**src/include/tpc_pkg.sv**
```systemverilog
// Constants and carriers of the test-pattern checker block
`default_nettype none
package tpc_pkg;
    localparam int IDX_W = 6;
    localparam logic [5:0] IDX_INT_FLAGS = 6'h07;
    localparam logic [5:0] IDX_TEST_CMD = 6'h09;
    localparam logic [5:0] IDX_STYLE = 6'h0A;
    localparam logic [5:0] IDX_CHK_HWY = 6'h0B;
    localparam logic [5:0] IDX_UPPER = 6'h0C;
    localparam logic [5:0] IDX_LOWER = 6'h0D;
    localparam logic [5:0] IDX_USER = 6'h0E;
    localparam logic [5:0] IDX_INJECT = 6'h0F;
    localparam logic [5:0] IDX_CNT_LO = 6'h10;
    localparam logic [5:0] IDX_CNT_HI = 6'h11;
    localparam int FLG_INJ_DONE = 0;
    localparam int FLG_ERR_DET = 3;
    localparam int FLG_PAT_DET = 5;
    localparam int CMD_START = 6;
    localparam int CMD_RATE_LSB = 2;
    localparam int STY_CHK_LSB = 0;
    localparam int HWY_W = 5;
    localparam logic [7:0] REG_RST = 8'h00;
    localparam logic [15:0] CNT_MAX = 16'hFFFF;
    localparam logic [15:0] CNT_ONE = 16'h0001;
    localparam logic [7:0] SLOTS_MIN = 8'h20;
    localparam logic [7:0] INJ_MASK = 8'h01;
    localparam logic [1:0] RATE_MAX = 2'h2;
    localparam logic [1:0] RESP_OKAY = 2'h0;
    localparam logic [1:0] RESP_SLVERR = 2'h2;
    localparam logic [3:0] STY_USER = 4'h0;
    localparam logic [3:0] STY_ZERO = 4'h1;
    localparam logic [3:0] STY_ONES = 4'h2;
    localparam logic [3:0] STY_ALT = 4'h3;
    localparam logic [3:0] STY_PRBS7 = 4'h4;
    localparam logic [3:0] STY_PRBS9 = 4'h5;
    localparam logic [3:0] STY_PRBS11 = 4'h6;
    localparam logic [3:0] STY_PRBS15 = 4'h7;
    localparam logic [3:0] STY_PRBS20 = 4'h8;
    localparam logic [3:0] STY_PRBS23 = 4'h9;
    localparam logic [3:0] STY_QRSS = 4'hA;
    localparam logic [3:0] STY_PRBS29 = 4'hB;
    localparam logic [3:0] STY_PRBS31 = 4'hC;
    localparam logic [3:0] STY_ALT_INV = 4'hD;
    localparam logic [3:0] STY_NIBBLE = 4'hE;
    localparam logic [3:0] STY_NONE = 4'hF;
    localparam logic [7:0] PAT_ZERO = 8'h00;
    localparam logic [7:0] PAT_ONES = 8'hFF;
    localparam logic [7:0] PAT_ALT = 8'h55;
    localparam logic [7:0] PAT_ALT_INV = 8'hAA;
    localparam logic [7:0] PAT_NIBBLE = 8'hF0;
    typedef struct packed {
        logic vld;
        logic [4:0] hwy;
        logic [6:0] slot;
        logic [7:0] data;
    } tpc_rx_slot_t;
    typedef struct packed {
        logic vld;
        logic [7:0] data;
    } tpc_tx_slot_t;
endpackage
`default_nettype wire

```
**src/hw/tpc_top.sv**
```systemverilog
// Test-pattern checker, error injector and error counter with AXI4-Lite registers
`timescale 1ns/100ps
`default_nettype none
module tpc_top #(
    parameter int ADDR_W = 8,
    parameter int LOCK_RUN = 4
) (
    input wire logic ref_clk,
    input wire logic srst,
    input wire logic clk_en,
    input wire logic [ADDR_W-1:0] s_axi_awaddr,
    input wire logic s_axi_awvalid,
    output logic s_axi_awready,
    input wire logic [31:0] s_axi_wdata,
    input wire logic [3:0] s_axi_wstrb,
    input wire logic s_axi_wvalid,
    output logic s_axi_wready,
    output logic [1:0] s_axi_bresp,
    output logic s_axi_bvalid,
    input wire logic s_axi_bready,
    input wire logic [ADDR_W-1:0] s_axi_araddr,
    input wire logic s_axi_arvalid,
    output logic s_axi_arready,
    output logic [31:0] s_axi_rdata,
    output logic [1:0] s_axi_rresp,
    output logic s_axi_rvalid,
    input wire logic s_axi_rready,
    input wire tpc_pkg::tpc_rx_slot_t rx_slot,
    input wire tpc_pkg::tpc_tx_slot_t tx_gen,
    output var tpc_pkg::tpc_tx_slot_t tx_out,
    output logic chk_locked
);
    localparam logic [4:0] LOCK_LAST = 5'(LOCK_RUN - 1);

    function automatic logic [5:0] word_idx(input logic [ADDR_W-1:0] a);
        return a[tpc_pkg::IDX_W+1:2];
    endfunction

    function automatic logic mapped(input logic [5:0] i);
        case (i)
            tpc_pkg::IDX_INT_FLAGS,
            tpc_pkg::IDX_TEST_CMD,
            tpc_pkg::IDX_STYLE,
            tpc_pkg::IDX_CHK_HWY,
            tpc_pkg::IDX_UPPER,
            tpc_pkg::IDX_LOWER,
            tpc_pkg::IDX_USER,
            tpc_pkg::IDX_INJECT,
            tpc_pkg::IDX_CNT_LO,
            tpc_pkg::IDX_CNT_HI: return 1'b1;
            default: return 1'b0;
        endcase
    endfunction

    // Feedback taps {p, q}; zero marks a fixed-byte style
    function automatic logic [9:0] style_taps(input logic [3:0] st);
        case (st)
            tpc_pkg::STY_PRBS7: return {5'h07, 5'h06};
            tpc_pkg::STY_PRBS9: return {5'h09, 5'h05};
            tpc_pkg::STY_PRBS11: return {5'h0B, 5'h09};
            tpc_pkg::STY_PRBS15: return {5'h0F, 5'h0E};
            tpc_pkg::STY_PRBS20: return {5'h14, 5'h11};
            tpc_pkg::STY_PRBS23: return {5'h17, 5'h12};
            tpc_pkg::STY_QRSS: return {5'h14, 5'h03};
            tpc_pkg::STY_PRBS29: return {5'h1D, 5'h1B};
            tpc_pkg::STY_PRBS31: return {5'h1F, 5'h1C};
            default: return 10'h000;
        endcase
    endfunction

    function automatic logic [7:0] style_byte(input logic [3:0] st, input logic [7:0] usr);
        case (st)
            tpc_pkg::STY_USER: return usr;
            tpc_pkg::STY_ONES: return tpc_pkg::PAT_ONES;
            tpc_pkg::STY_ALT: return tpc_pkg::PAT_ALT;
            tpc_pkg::STY_ALT_INV: return tpc_pkg::PAT_ALT_INV;
            tpc_pkg::STY_NIBBLE: return tpc_pkg::PAT_NIBBLE;
            default: return tpc_pkg::PAT_ZERO;
        endcase
    endfunction

    // Eight recurrence steps, first bit lands in bit 7 of the byte
    function automatic logic [31:0] prbs_step(input logic [31:0] s, input logic [9:0] t);
        logic [31:0] r;
        r = s;
        for (int i = 0; i < 8; i++) begin
            r = {r[30:0], r[t[9:5] - 5'h01] ^ r[t[4:0] - 5'h01]};
        end
        return r;
    endfunction

    function automatic logic [7:0] slot_limit(input logic [1:0] rate);
        logic [1:0] r;
        r = (rate > tpc_pkg::RATE_MAX) ? tpc_pkg::RATE_MAX : rate;
        return tpc_pkg::SLOTS_MIN << r;
    endfunction

    logic [7:0] test_cmd_ff;
    logic [7:0] style_ff;
    logic [7:0] hwy_ff;
    logic [7:0] upper_ff;
    logic [7:0] lower_ff;
    logic [7:0] user_ff;
    logic [7:0] inj_left_ff;
    logic [7:0] flags_ff;
    logic [15:0] cnt_ff;
    logic [7:0] hi_latch_ff;
    logic lo_read_ff;
    logic start_d_ff;
    logic arm_ff;
    logic locked_ff;
    logic [4:0] run_ff;
    logic [31:0] chk_state_ff;
    logic aw_full_ff;
    logic [ADDR_W-1:0] aw_addr_ff;
    logic w_full_ff;
    logic [7:0] w_data_ff;
    logic w_lane0_ff;
    logic bvalid_ff;
    logic [1:0] bresp_ff;
    logic rvalid_ff;
    logic [7:0] rdata_ff;
    logic [1:0] rresp_ff;
    logic [7:0] rd_val;

    // Write path: address and data are caught apart, then applied together
    logic wr_fire;
    logic [5:0] wr_idx;
    logic wr_en;
    logic rd_fire;
    logic [5:0] rd_idx;
    assign s_axi_awready = clk_en & ~aw_full_ff & ~bvalid_ff;
    assign s_axi_wready = clk_en & ~w_full_ff & ~bvalid_ff;
    assign wr_fire = aw_full_ff & w_full_ff & ~bvalid_ff;
    assign wr_idx = word_idx(aw_addr_ff);
    assign wr_en = wr_fire & w_lane0_ff & mapped(wr_idx);
    assign s_axi_bvalid = bvalid_ff;
    assign s_axi_bresp = bresp_ff;
    assign s_axi_arready = clk_en & ~rvalid_ff;
    assign rd_fire = s_axi_arvalid & s_axi_arready;
    assign rd_idx = word_idx(s_axi_araddr);
    assign s_axi_rvalid = rvalid_ff;
    assign s_axi_rresp = rresp_ff;
    assign s_axi_rdata = 32'(rdata_ff);

    always_ff @(posedge ref_clk) begin
        if (srst) begin
            aw_full_ff <= 1'b0;
            aw_addr_ff <= '0;
            w_full_ff <= 1'b0;
            w_data_ff <= tpc_pkg::REG_RST;
            w_lane0_ff <= 1'b0;
        end else if (clk_en) begin
            if (s_axi_awvalid && s_axi_awready) begin
                aw_full_ff <= 1'b1;
                aw_addr_ff <= s_axi_awaddr;
            end else if (wr_fire) begin
                aw_full_ff <= 1'b0;
            end
            if (s_axi_wvalid && s_axi_wready) begin
                w_full_ff <= 1'b1;
                w_data_ff <= s_axi_wdata[7:0];
                w_lane0_ff <= s_axi_wstrb[0];
            end else if (wr_fire) begin
                w_full_ff <= 1'b0;
            end
        end
    end

    always_ff @(posedge ref_clk) begin
        if (srst) begin
            bvalid_ff <= 1'b0;
            bresp_ff <= tpc_pkg::RESP_OKAY;
        end else if (clk_en) begin
            if (wr_fire) begin
                bvalid_ff <= 1'b1;
                bresp_ff <= mapped(wr_idx) ? tpc_pkg::RESP_OKAY : tpc_pkg::RESP_SLVERR;
            end else if (s_axi_bready) begin
                bvalid_ff <= 1'b0;
            end
        end
    end

    // Reads return the value before any clear-on-read takes effect
    always_comb begin
        rd_val = tpc_pkg::REG_RST;
        case (rd_idx)
            tpc_pkg::IDX_INT_FLAGS: rd_val = flags_ff;
            tpc_pkg::IDX_TEST_CMD: rd_val = test_cmd_ff;
            tpc_pkg::IDX_STYLE: rd_val = style_ff;
            tpc_pkg::IDX_CHK_HWY: rd_val = 8'(hwy_ff[tpc_pkg::HWY_W-1:0]);
            tpc_pkg::IDX_UPPER: rd_val = upper_ff;
            tpc_pkg::IDX_LOWER: rd_val = lower_ff;
            tpc_pkg::IDX_USER: rd_val = user_ff;
            tpc_pkg::IDX_INJECT: rd_val = inj_left_ff;
            tpc_pkg::IDX_CNT_LO: rd_val = cnt_ff[7:0];
            tpc_pkg::IDX_CNT_HI: rd_val = lo_read_ff ? hi_latch_ff : cnt_ff[15:8];
            default: rd_val = tpc_pkg::REG_RST;
        endcase
    end

    always_ff @(posedge ref_clk) begin
        if (srst) begin
            rvalid_ff <= 1'b0;
            rdata_ff <= tpc_pkg::REG_RST;
            rresp_ff <= tpc_pkg::RESP_OKAY;
        end else if (clk_en) begin
            if (rd_fire) begin
                rvalid_ff <= 1'b1;
                rdata_ff <= rd_val;
                rresp_ff <= mapped(rd_idx) ? tpc_pkg::RESP_OKAY : tpc_pkg::RESP_SLVERR;
            end else if (s_axi_rready) begin
                rvalid_ff <= 1'b0;
            end
        end
    end

    // Configuration registers
    logic inj_fin;
    always_ff @(posedge ref_clk) begin
        if (srst) begin
            style_ff <= tpc_pkg::REG_RST;
            hwy_ff <= tpc_pkg::REG_RST;
            upper_ff <= tpc_pkg::REG_RST;
            lower_ff <= tpc_pkg::REG_RST;
            user_ff <= tpc_pkg::REG_RST;
        end else if (clk_en && wr_en) begin
            case (wr_idx)
                tpc_pkg::IDX_STYLE: style_ff <= w_data_ff;
                tpc_pkg::IDX_CHK_HWY: hwy_ff <= w_data_ff;
                tpc_pkg::IDX_UPPER: upper_ff <= w_data_ff;
                tpc_pkg::IDX_LOWER: lower_ff <= w_data_ff;
                tpc_pkg::IDX_USER: user_ff <= w_data_ff;
                default: ;
            endcase
        end
    end

    always_ff @(posedge ref_clk) begin
        if (srst) begin
            test_cmd_ff <= tpc_pkg::REG_RST;
        end else if (clk_en && inj_fin) begin
            test_cmd_ff <= tpc_pkg::REG_RST;
        end else if (clk_en && wr_en && wr_idx == tpc_pkg::IDX_TEST_CMD) begin
            test_cmd_ff <= w_data_ff;
        end
    end

    // Checker slot qualification
    logic [3:0] checker_style_code;
    logic [1:0] checker_rate_select;
    logic checker_start_bit;
    logic chk_on;
    logic hwy_ok;
    logic in_rng;
    logic hit;
    logic [9:0] taps;
    logic [31:0] pred_state;
    logic [7:0] expected;
    logic match;
    logic pd_evt;
    logic err_evt;
    assign checker_style_code = style_ff[tpc_pkg::STY_CHK_LSB +: 4];
    assign checker_rate_select = test_cmd_ff[tpc_pkg::CMD_RATE_LSB +: 2];
    assign checker_start_bit = test_cmd_ff[tpc_pkg::CMD_START];
    assign chk_on = checker_start_bit & (checker_style_code != tpc_pkg::STY_NONE);
    assign hwy_ok = rx_slot.vld & (rx_slot.hwy == hwy_ff[tpc_pkg::HWY_W-1:0]);
    assign in_rng = ({1'b0, rx_slot.slot} >= lower_ff) & ({1'b0, rx_slot.slot} <= upper_ff)
        & ({1'b0, rx_slot.slot} < slot_limit(checker_rate_select));
    assign hit = chk_on & hwy_ok & in_rng;
    assign taps = style_taps(checker_style_code);
    assign pred_state = prbs_step(chk_state_ff, taps);
    assign expected = (taps == 10'h000) ? style_byte(checker_style_code, user_ff)
        : pred_state[7:0];
    assign match = expected == rx_slot.data;
    assign pd_evt = hit & ~locked_ff & match & (run_ff == LOCK_LAST) & arm_ff;
    assign err_evt = hit & locked_ff & ~match;
    assign chk_locked = locked_ff;

    // Before lock the sequence register follows the line; after it, the prediction,
    // so a single line error costs one count and not a burst
    always_ff @(posedge ref_clk) begin
        if (srst) begin
            locked_ff <= 1'b0;
            run_ff <= '0;
            chk_state_ff <= '0;
        end else if (clk_en) begin
            if (!chk_on) begin
                locked_ff <= 1'b0;
                run_ff <= '0;
            end else if (hit && !locked_ff) begin
                chk_state_ff <= {chk_state_ff[23:0], rx_slot.data};
                run_ff <= match ? run_ff + 5'h01 : '0;
                locked_ff <= match & (run_ff == LOCK_LAST);
            end else if (hit) begin
                chk_state_ff <= pred_state;
            end
        end
    end

    always_ff @(posedge ref_clk) begin
        if (srst) begin
            start_d_ff <= 1'b0;
            arm_ff <= 1'b0;
        end else if (clk_en) begin
            start_d_ff <= checker_start_bit;
            if (checker_start_bit && !start_d_ff) begin
                arm_ff <= 1'b1;
            end else if (pd_evt || !checker_start_bit) begin
                arm_ff <= 1'b0;
            end
        end
    end

    // Error counter with latch across the two byte reads
    logic lo_rd;
    logic hi_clr;
    assign lo_rd = rd_fire & (rd_idx == tpc_pkg::IDX_CNT_LO);
    assign hi_clr = rd_fire & (rd_idx == tpc_pkg::IDX_CNT_HI) & lo_read_ff;
    always_ff @(posedge ref_clk) begin
        if (srst) begin
            cnt_ff <= '0;
            hi_latch_ff <= tpc_pkg::REG_RST;
            lo_read_ff <= 1'b0;
        end else if (clk_en) begin
            if (hi_clr) begin
                cnt_ff <= err_evt ? tpc_pkg::CNT_ONE : '0;
            end else if (err_evt && cnt_ff != tpc_pkg::CNT_MAX) begin
                cnt_ff <= cnt_ff + tpc_pkg::CNT_ONE;
            end
            if (lo_rd) begin
                hi_latch_ff <= cnt_ff[15:8];
                lo_read_ff <= 1'b1;
            end else if (hi_clr) begin
                lo_read_ff <= 1'b0;
            end
        end
    end

    // Error injection, one per generated slot
    logic wr_inj;
    logic inj_now;
    assign wr_inj = wr_en & (wr_idx == tpc_pkg::IDX_INJECT);
    assign inj_now = tx_gen.vld & (inj_left_ff != tpc_pkg::REG_RST) & ~wr_inj;
    assign inj_fin = inj_now & (inj_left_ff == tpc_pkg::INJ_MASK);
    always_ff @(posedge ref_clk) begin
        if (srst) begin
            inj_left_ff <= tpc_pkg::REG_RST;
            tx_out <= '0;
        end else if (clk_en) begin
            if (wr_inj) begin
                inj_left_ff <= w_data_ff;
            end else if (inj_now) begin
                inj_left_ff <= inj_left_ff - tpc_pkg::INJ_MASK;
            end
            tx_out.vld <= tx_gen.vld;
            tx_out.data <= tx_gen.data ^ (inj_now ? tpc_pkg::INJ_MASK : tpc_pkg::PAT_ZERO);
        end
    end

    // Sticky flags: a new event in the clearing read cycle survives
    logic flg_rd;
    logic [7:0] flg_set;
    assign flg_rd = rd_fire & (rd_idx == tpc_pkg::IDX_INT_FLAGS);
    always_comb begin
        flg_set = tpc_pkg::REG_RST;
        flg_set[tpc_pkg::FLG_INJ_DONE] = inj_fin;
        flg_set[tpc_pkg::FLG_ERR_DET] = err_evt;
        flg_set[tpc_pkg::FLG_PAT_DET] = pd_evt;
    end
    always_ff @(posedge ref_clk) begin
        if (srst) begin
            flags_ff <= tpc_pkg::REG_RST;
        end else if (clk_en) begin
            flags_ff <= (flg_rd ? tpc_pkg::REG_RST : flags_ff) | flg_set;
        end
    end
endmodule
`default_nettype wire

```
**config.mk**
```make
export PLATFORM = sky130hd
export DESIGN_NAME = tpc_top
export DESIGN_NICKNAME = d
export VERILOG_FILES = /design/src/include/tpc_pkg.sv /design/src/hw/tpc_top.sv
export SDC_FILE = /design/constraint.sdc
export NUM_CORES = 1
export LEC_CHECK = 0
export BUFFER_PORTS_ARGS = -buffer_cell sky130_fd_sc_hd__buf_4
export CORE_MARGIN = 1
export CORE_UTILIZATION = 54
export CTS_CLUSTER_SIZE = 10
export DETAILED_ROUTE_END_ITERATION = 8
export PLACE_DENSITY = 0.78
export RECOVER_POWER = 25
export SETUP_SLACK_MARGIN = 0.15
export SYNTH_ARGS = -nofsm -noshare
export SYNTH_HDL_FRONTEND = slang
export SYNTH_SLANG_ARGS = --single-unit
```
**constraint.sdc**
```tcl
create_clock -name ref_clk -period 6.7 [get_ports ref_clk]
set_input_delay 1.34 -clock ref_clk [delete_from_list [all_inputs] [get_ports ref_clk]]
set_output_delay 1.34 -clock ref_clk [all_outputs]
set_load 0.02 [all_outputs]
```
# Word-level counts from Yosys, hierarchy flattened
# Memory sizes are Yosys's and may differ from the RTL's. A register that Yosys moved wholly into a read port is not among the register bits.
# Cells that the tools add are included.
[op_classes]
muxes = 79
bitwise_logic = 48
order_cmp = 6
n_addsub = 5
reduce_logical = 45
eq_ne = 28
shifts = 1
[op_table]
columns = ["cell", "count"]
rows = [
  ["== test 6 x 4 -> 1 bit (second input constant)", 14],
  ["binary-select mux 1 bit (select 5 bit)", 16],
  ["one-hot mux 8 bit (10 select lines)", 1],
  ["2-to-1 mux 32 bit", 2],
  ["2-to-1 mux 1 bit", 40],
  ["2-to-1 mux 8 bit", 5],
  ["one-hot mux 8 bit (5 select lines)", 1],
  ["AND reduction 2 bit", 19],
  ["2-to-1 mux 5 bit", 7],
  ["2-to-1 mux 16 bit", 2],
  ["AND 1 bit", 31],
  ["nonzero test 2 bit", 9],
  ["adder 16 x 1 -> 16 bit (second input constant)", 1],
  ["!= test 16 bit (second input constant)", 1],
  ["== test 6 x 5 -> 1 bit (second input constant)", 2],
  ["< comparator 5 x 6 -> 1 bit (second input constant)", 2],
  ["zero test 10 bit", 1],
  ["subtractor 5 x 1 -> 5 bit (second input constant)", 2],
  ["== test 4 x 2 -> 1 bit (second input constant)", 2],
  ["== test 4 bit (second input constant)", 2],
  ["== test 8 x 1 -> 1 bit (second input constant)", 1],
  ["== test 8 bit", 1],
  ["greater-or-equal comparator 7 x 8 -> 1 bit", 1],
  ["<= comparator 7 x 8 -> 1 bit", 1],
  ["23 further kinds", 48],
]
[totals]
rom_bits = 256
input_bits = 90
memories = 4
wordCells = 244
ff_bits = 168
out_inout_bits = 51
[mem_list]
columns = ["name", "words", "width", "rd", "rd_clocked_by_memory_dff", "wr", "line", "rtl"]
rows = [
  ["(no name shown)", 16, 10, 1, 1, 0, "tpc_top.sv:57", "case (st)"],
  ["(no name shown)", 32, 1, 1, 0, 0, "tpc_top.sv:40", "case (i)"],
  ["(no name shown)", 32, 1, 1, 1, 0, "tpc_top.sv:40", ""],
  ["(no name shown)", 32, 1, 1, 1, 0, "tpc_top.sv:40", ""],
]

# Depth between registers and ports, before layout
[logic_depth]
word_depth = 33
depth_mapped = 32
ltp_nobuf = 22

# Worst setup path before layout
# No wires, ideal clock.
[synth_timing]
path_type = "flip-flop to flip-flop"
from = "register taps[0] (netlist name)"
to = "register cnt_ff[3]"
period_less_slack_ns = 7.320
path_buffers = 8
required_ns = 6.630
stages_incl_launch_ff = 31
arrival_time_ns = 7.250
setup_slack_ns = -0.620
setup_ns = 0.070
cell_sequence = "dfxtp_1 buf_6 buf_4 inv_1 buf_2 buf_1 buf_2 ha_1 buf_6 mux2_4 mux4_2 or3_1 nand4_2 xor2_4 buf_6 o211ai_1 nor4_1 o211a_1 or3b_1 buf_2 o311a_1 a311oi_4 o22ai_2 a221oi_1 nor2_1 a211oi_4 mux2i_1 nor2_1 a21o_1 or4_1 a21oi_1"
[synth_between]
elab_chain_len = 32
elab_cells_between_ends = 47
classes_between = "add/sub (1); eq/ne (1); mux (31); bitwise (10); reduce/logical (4)"
[synth_rtl]
columns = ["item", "line", "rtl"]
rows = [
  ["subtractor 5 x 1 -> 5 bit", "tpc_top.sv:87", "r = {r[30:0], r[t[9:5] - 5'h01] ^ r[t[4:0] - 5'h01]};"],
  ["binary-select mux 1 bit (select 5 bit)", "tpc_top.sv:87", ""],
  ["2-to-1 mux 1 bit (implied by the code)", "tpc_top.sv:87", ""],
  ["XOR 1 bit", "tpc_top.sv:87", ""],
  ["binary-select mux 1 bit (select 5 bit)", "tpc_top.sv:87", ""],
  ["2-to-1 mux 1 bit (implied by the code)", "tpc_top.sv:87", ""],
  ["XOR 1 bit", "tpc_top.sv:87", ""],
  ["binary-select mux 1 bit (select 5 bit)", "tpc_top.sv:87", ""],
  ["[16 not listed]", "-", ""],
  ["XOR 1 bit", "tpc_top.sv:87", ""],
  ["2-to-1 mux 8 bit *", "tpc_top.sv:273", "assign expected = (taps == 10'h000) ? style_byte(checker_style_code, user_ff)"],
  ["== test 8 bit *", "tpc_top.sv:275", "assign match = expected == rx_slot.data;"],
  ["inverter 1 bit *", "tpc_top.sv:277", "assign err_evt = hit & locked_ff & ~match;"],
  ["AND 1 bit *", "tpc_top.sv:277", ""],
  ["logical AND 1 bit *", "tpc_top.sv:328", "end else if (err_evt && cnt_ff != tpc_pkg::CNT_MAX) begin"],
  ["nonzero test 2 bit (no line) *", "-", ""],
  ["AND reduction 2 bit (no line) *", "-", ""],
  ["to (signal assigned)", "tpc_top.sv:327", "cnt_ff <= err_evt ? tpc_pkg::CNT_ONE : '0;"],
  ["to (signal assigned)", "tpc_top.sv:329", "cnt_ff <= cnt_ff + tpc_pkg::CNT_ONE;"],
  ["to (decl)", "tpc_top.sv:106", "logic [15:0] cnt_ff;"],
]
# Mark *: on every way between the ends. The rest lies on a longest branch, timed or not. The select of a mux whose other input is x is not followed.
# A chain may end at the register's enable or synchronous reset.

# Worst setup path in the final report
[layout_timing]
from = "register taps[1] (netlist name)"
to = "register cnt_ff[0]"
[layout_between]
elab_chain_len = 32
elab_cells_between_ends = 49
classes_between = "add/sub (1); eq/ne (1); mux (33); bitwise (10); reduce/logical (4)"
[layout_rtl]
columns = ["item", "line"]
rows = [
  ["subtractor 5 x 1 -> 5 bit", "tpc_top.sv:87"],
  ["binary-select mux 1 bit (select 5 bit)", "tpc_top.sv:87"],
  ["2-to-1 mux 1 bit (implied by the code)", "tpc_top.sv:87"],
  ["XOR 1 bit", "tpc_top.sv:87"],
  ["binary-select mux 1 bit (select 5 bit)", "tpc_top.sv:87"],
  ["2-to-1 mux 1 bit (implied by the code)", "tpc_top.sv:87"],
  ["XOR 1 bit", "tpc_top.sv:87"],
  ["binary-select mux 1 bit (select 5 bit)", "tpc_top.sv:87"],
  ["[16 not listed]", "-"],
  ["XOR 1 bit", "tpc_top.sv:87"],
  ["2-to-1 mux 8 bit *", "tpc_top.sv:273"],
  ["== test 8 bit *", "tpc_top.sv:275"],
  ["inverter 1 bit *", "tpc_top.sv:277"],
  ["AND 1 bit *", "tpc_top.sv:277"],
  ["logical AND 1 bit", "tpc_top.sv:328"],
  ["nonzero test 2 bit (no line)", "-"],
  ["AND reduction 2 bit (no line)", "-"],
]
# Marks and branches as above.

==> flow_summary.json <==
{
  "status": "finished, violations left",
  "violations": "capacitance limit, slew limit",
  "post-route-util": 0.649,
  "grt_pass1_vias": 11643,
  "slew_headroom": -1.02,
  "synth_seq_cells": 170,
  "yosys_warnings": 0,
  "worstRegToRegCells": 23,
  "postPlaceCellArea_um2": 13800,
  "rows": 55,
  "crit_required_ps": 7010,
  "r2r_slack_ps": 190,
  "start_kind": "register",
  "clkSinkCount": 170,
  "worst_slew_pin_slew_ps": 3040,
  "min_period_ps": 6510,
  "fin_nets": 1765,
  "ys_seq_area_frac": 0.268,
  "highest_layer": "met4",
  "synth_xor_area_frac": 0.0303,
  "drt-met1-wl_um": 15500,
  "clockRootBuffer": "clkbuf_16",
  "design_area_um2": 14800,
  "syn_area_per_cell_um2": 8.13,
  "cts_buffers": 17,
  "maxCapViolations": 1,
  "routed_via_density": 6.29,
  "synth_edf_count": 0,
  "cp-startpoint": "taps[1]",
  "synth_flop_cell": "dfxtp_1",
  "start_util": 0.556,
  "synth_top_family_by_area": "multiplexers",
  "drc": 0,
  "setup_violations": 0,
  "post_drt_wl_per_cell_um": 19.4,
  "synthCells": 1562,
  "regArea_um2": 3410,
  "die_w_um": 155,
  "ir_worst_vdd_mv": 0.245,
  "path_clk_slew_ps": 70,
  "clk_path_buf_depth": 2,
  "synth_compound_area_frac": 0.197,
  "vias": 12419,
  "yosysUniqueCellTypes": 99,
  "max_freq_mhz": 154,
  "core_area_um2": 22800,
  "worstHoldPathType": "register to register",
  "yosys.area_share.adder": 0.0276,
  "r2r-end": "cnt_ff[0]",
  "fin_skew_ps": 9.46,
  "path_max_fanout": 8,
  "async_flop_share": 0,
  "crit-reg2reg-launch": "taps[1]",
  "crit_type": "register to register",
  "insertedDiodeCount": 0,
  "finalWorstSetupSlack_ps": 188,
  "finalCritPeriodShare": 0.972,
  "first_iter_violations": 1166,
  "pwr_density_cell_nw_per_um2": 166,
  "wl_met2_um": 18500,
  "hold_end": "rdata_ff[6]",
  "fillers": 1942,
  "met3_length_um": 2660,
  "power_mw": 2.46,
  "holdCritStartpoint": "rdata_ff[6]",
  "wl_um": 38300,
  "dp.cells": 1918,
  "antenna_left": 0,
  "io_pins": 141,
  "grt_usage": 0.316,
  "dieArea_um2": 24100,
  "htreeDepth": 4,
  "dpl.hpwl_um": 27700,
  "hold_path_depth": 2,
  "fin_hold_ws_ps": 459,
  "end_kind": "register",
  "fin_cells": 1973,
  "gp_congestion": 0.955,
  "postCtsHoldBufs": 0,
  "synthSimpleGateAreaFrac": 0.202,
  "area_growth_pct": 16.9,
  "arrival_ps": 6820,
  "grt_pass1_wl_um": 60600,
  "synth_mux_area_frac": 0.213,
  "antenna_found_initial": 0,
  "final_cell_mix": "nor2_1, mux2i_1, dfxtp_1, nand2_1, buf_4",
  "rsz0062_at_grt": "yes",
  "drive_gt1_frac": 0.192,
  "leakagePower_nw": 5.74,
  "drt-pass1-iter-count": 6,
  "finalSetupTns_ps": 0,
  "die_y_um": 155,
  "clk-insertion-delay-late_ps": 440,
  "multiInputGateArea_um2": 9030,
  "grt_overflow": 0,
  "hold_viol_final": 0,
  "mostFrequentLayoutCell": "nor2_1",
  "dp_slack_ps": -6.36,
  "io_buffers": 83,
  "cts_tree": "yes",
  "finalMaxSlewViolations": 72,
  "grt_start_max_net_pins": 74,
  "synthesis.area_um2": 12700
}
cell families after synthesis:
group	count (synthesis)
flip-flops	170
other	1
AO/OA/AOI/OAI	379
multiplexers	233
adder cells (fa/ha/maj)	28
buffers and inverters	170
XOR/XNOR	35
AND/OR/NAND/NOR	546
cells in the mapped netlist, types with 4 or more instances:
master      n  area, um^2
a211oi_1   18         135
ha_1       28         350
o31ai_1     7        52.6
o211ai_1   24         180
dfxtp_1   170        3400
buf_1      13        48.8
o221ai_1    6        52.6
nor4_1      9        56.3
o211a_1     5        50.1
o21a_1     10        75.1
mux4_2     26         586
o22ai_1    23         144
a21boi_0    5        37.5
a22oi_1    12        90.1
nor3b_1     6        45.0
a211o_1     4        35.0
a21o_1      9        67.6
o21ai_0    82         410
nand2_1   147         552
buf_2      12        60.1
a21oi_1   107         536
xor2_1     10        87.6
nor2_1    206         773
mux2i_1   175        1750
nand4_1    10        62.6
xnor2_1    17         149
nand3_1    27         135
or2_2       7        43.8
and2_1     15        93.8
clkbuf_1   68         255
and3_1     15        93.8
mux2_2     29         327
buf_4      30         225
inv_1      44         165
o21ai_1     5        25.0
nor2b_1    15        93.8
nand2b_1   11        68.8
nor3_1     33         165
a31oi_1    10        62.6
or3_1      17         106
worst max-delay path: stages (launching register included):
cell and delay [ps]:
dfxtp_2 340, inv_1 70, ha_4 320, buf_4 120
mux2_2 340, mux4_2 460, or3_4 350, nand4_4 180
xor2_4 270, o22ai_4 130, o31ai_4 390, a221oi_2 140
or3b_4 470, buf_8 170, xnor2_4 180, or3_4 440
a32o_1 290, nor3b_2 280, nand4bb_1 140, a21o_1 240
and3_4 230, a21o_4 250, or3_1 360, a311oi_1 230
layer usage:
| metal | vias to the layer above | track usage |
|---|---|---|
| met5 | - | 0 |
| met4 | 0 | 0.141 |
| met3 | 120 | 0.0474 |
| met2 | 563 | 0.530 |
| met1 | 5932 | 0.402 |
| li1 | 5804 | - |
power breakdown:
part / switching (mW) / internal, mW / total [mW]
Clock: 0.445 / 0.607 / 1.05
Sequential: 0.0358 / 1.04 / 1.07
Combinational: 0.198 / 0.131 / 0.329
Total: 0.679 / 1.78 / 2.46
worst max path at each step:
stage / endpoint / depth (start not counted)
after floorplan: cnt_ff[3] / 30
after global placement: cnt_ff[11] / 25
after detailed placement: cnt_ff[0] / 24
after CTS: cnt_ff[0] / 23
after global routing: cnt_ff[0] / 23
final: cnt_ff[0] / 23
registers in the layout, indices dropped and copies added (netlist names), 5 cells and up, named ones only:
name	flops
chk_state_ff	32
cnt_ff	16
taps	10
tx_out	9
hi_latch_ff	8
inj_left_ff	8
lower_ff	8
rdata_ff	8
style_ff	8
test_cmd_ff	8
upper_ff	8
user_ff	8
w_data_ff	8
aw_addr_ff	6
hwy_ff	5
run_ff	5
what timing repair did:
action / in CTS / in global routing
setup buffers: 3 / 18
resized for setup: 11 / 44
setup endpoints to repair: 15 / 25
pin swaps: 3 / 16
gates cloned: 1 / 1
final cells by class:
class,instances,share of cell area
clock inverter,14,0.0124
clock buffer,18,0.0296
sequential,170,0.230
timing repair buffer,166,0.0821
inverter,44,0.0113
multi-input combinational,1248,0.609
tap,313,0.0264
No activity file was read; power rests on OpenSTA's default activity.
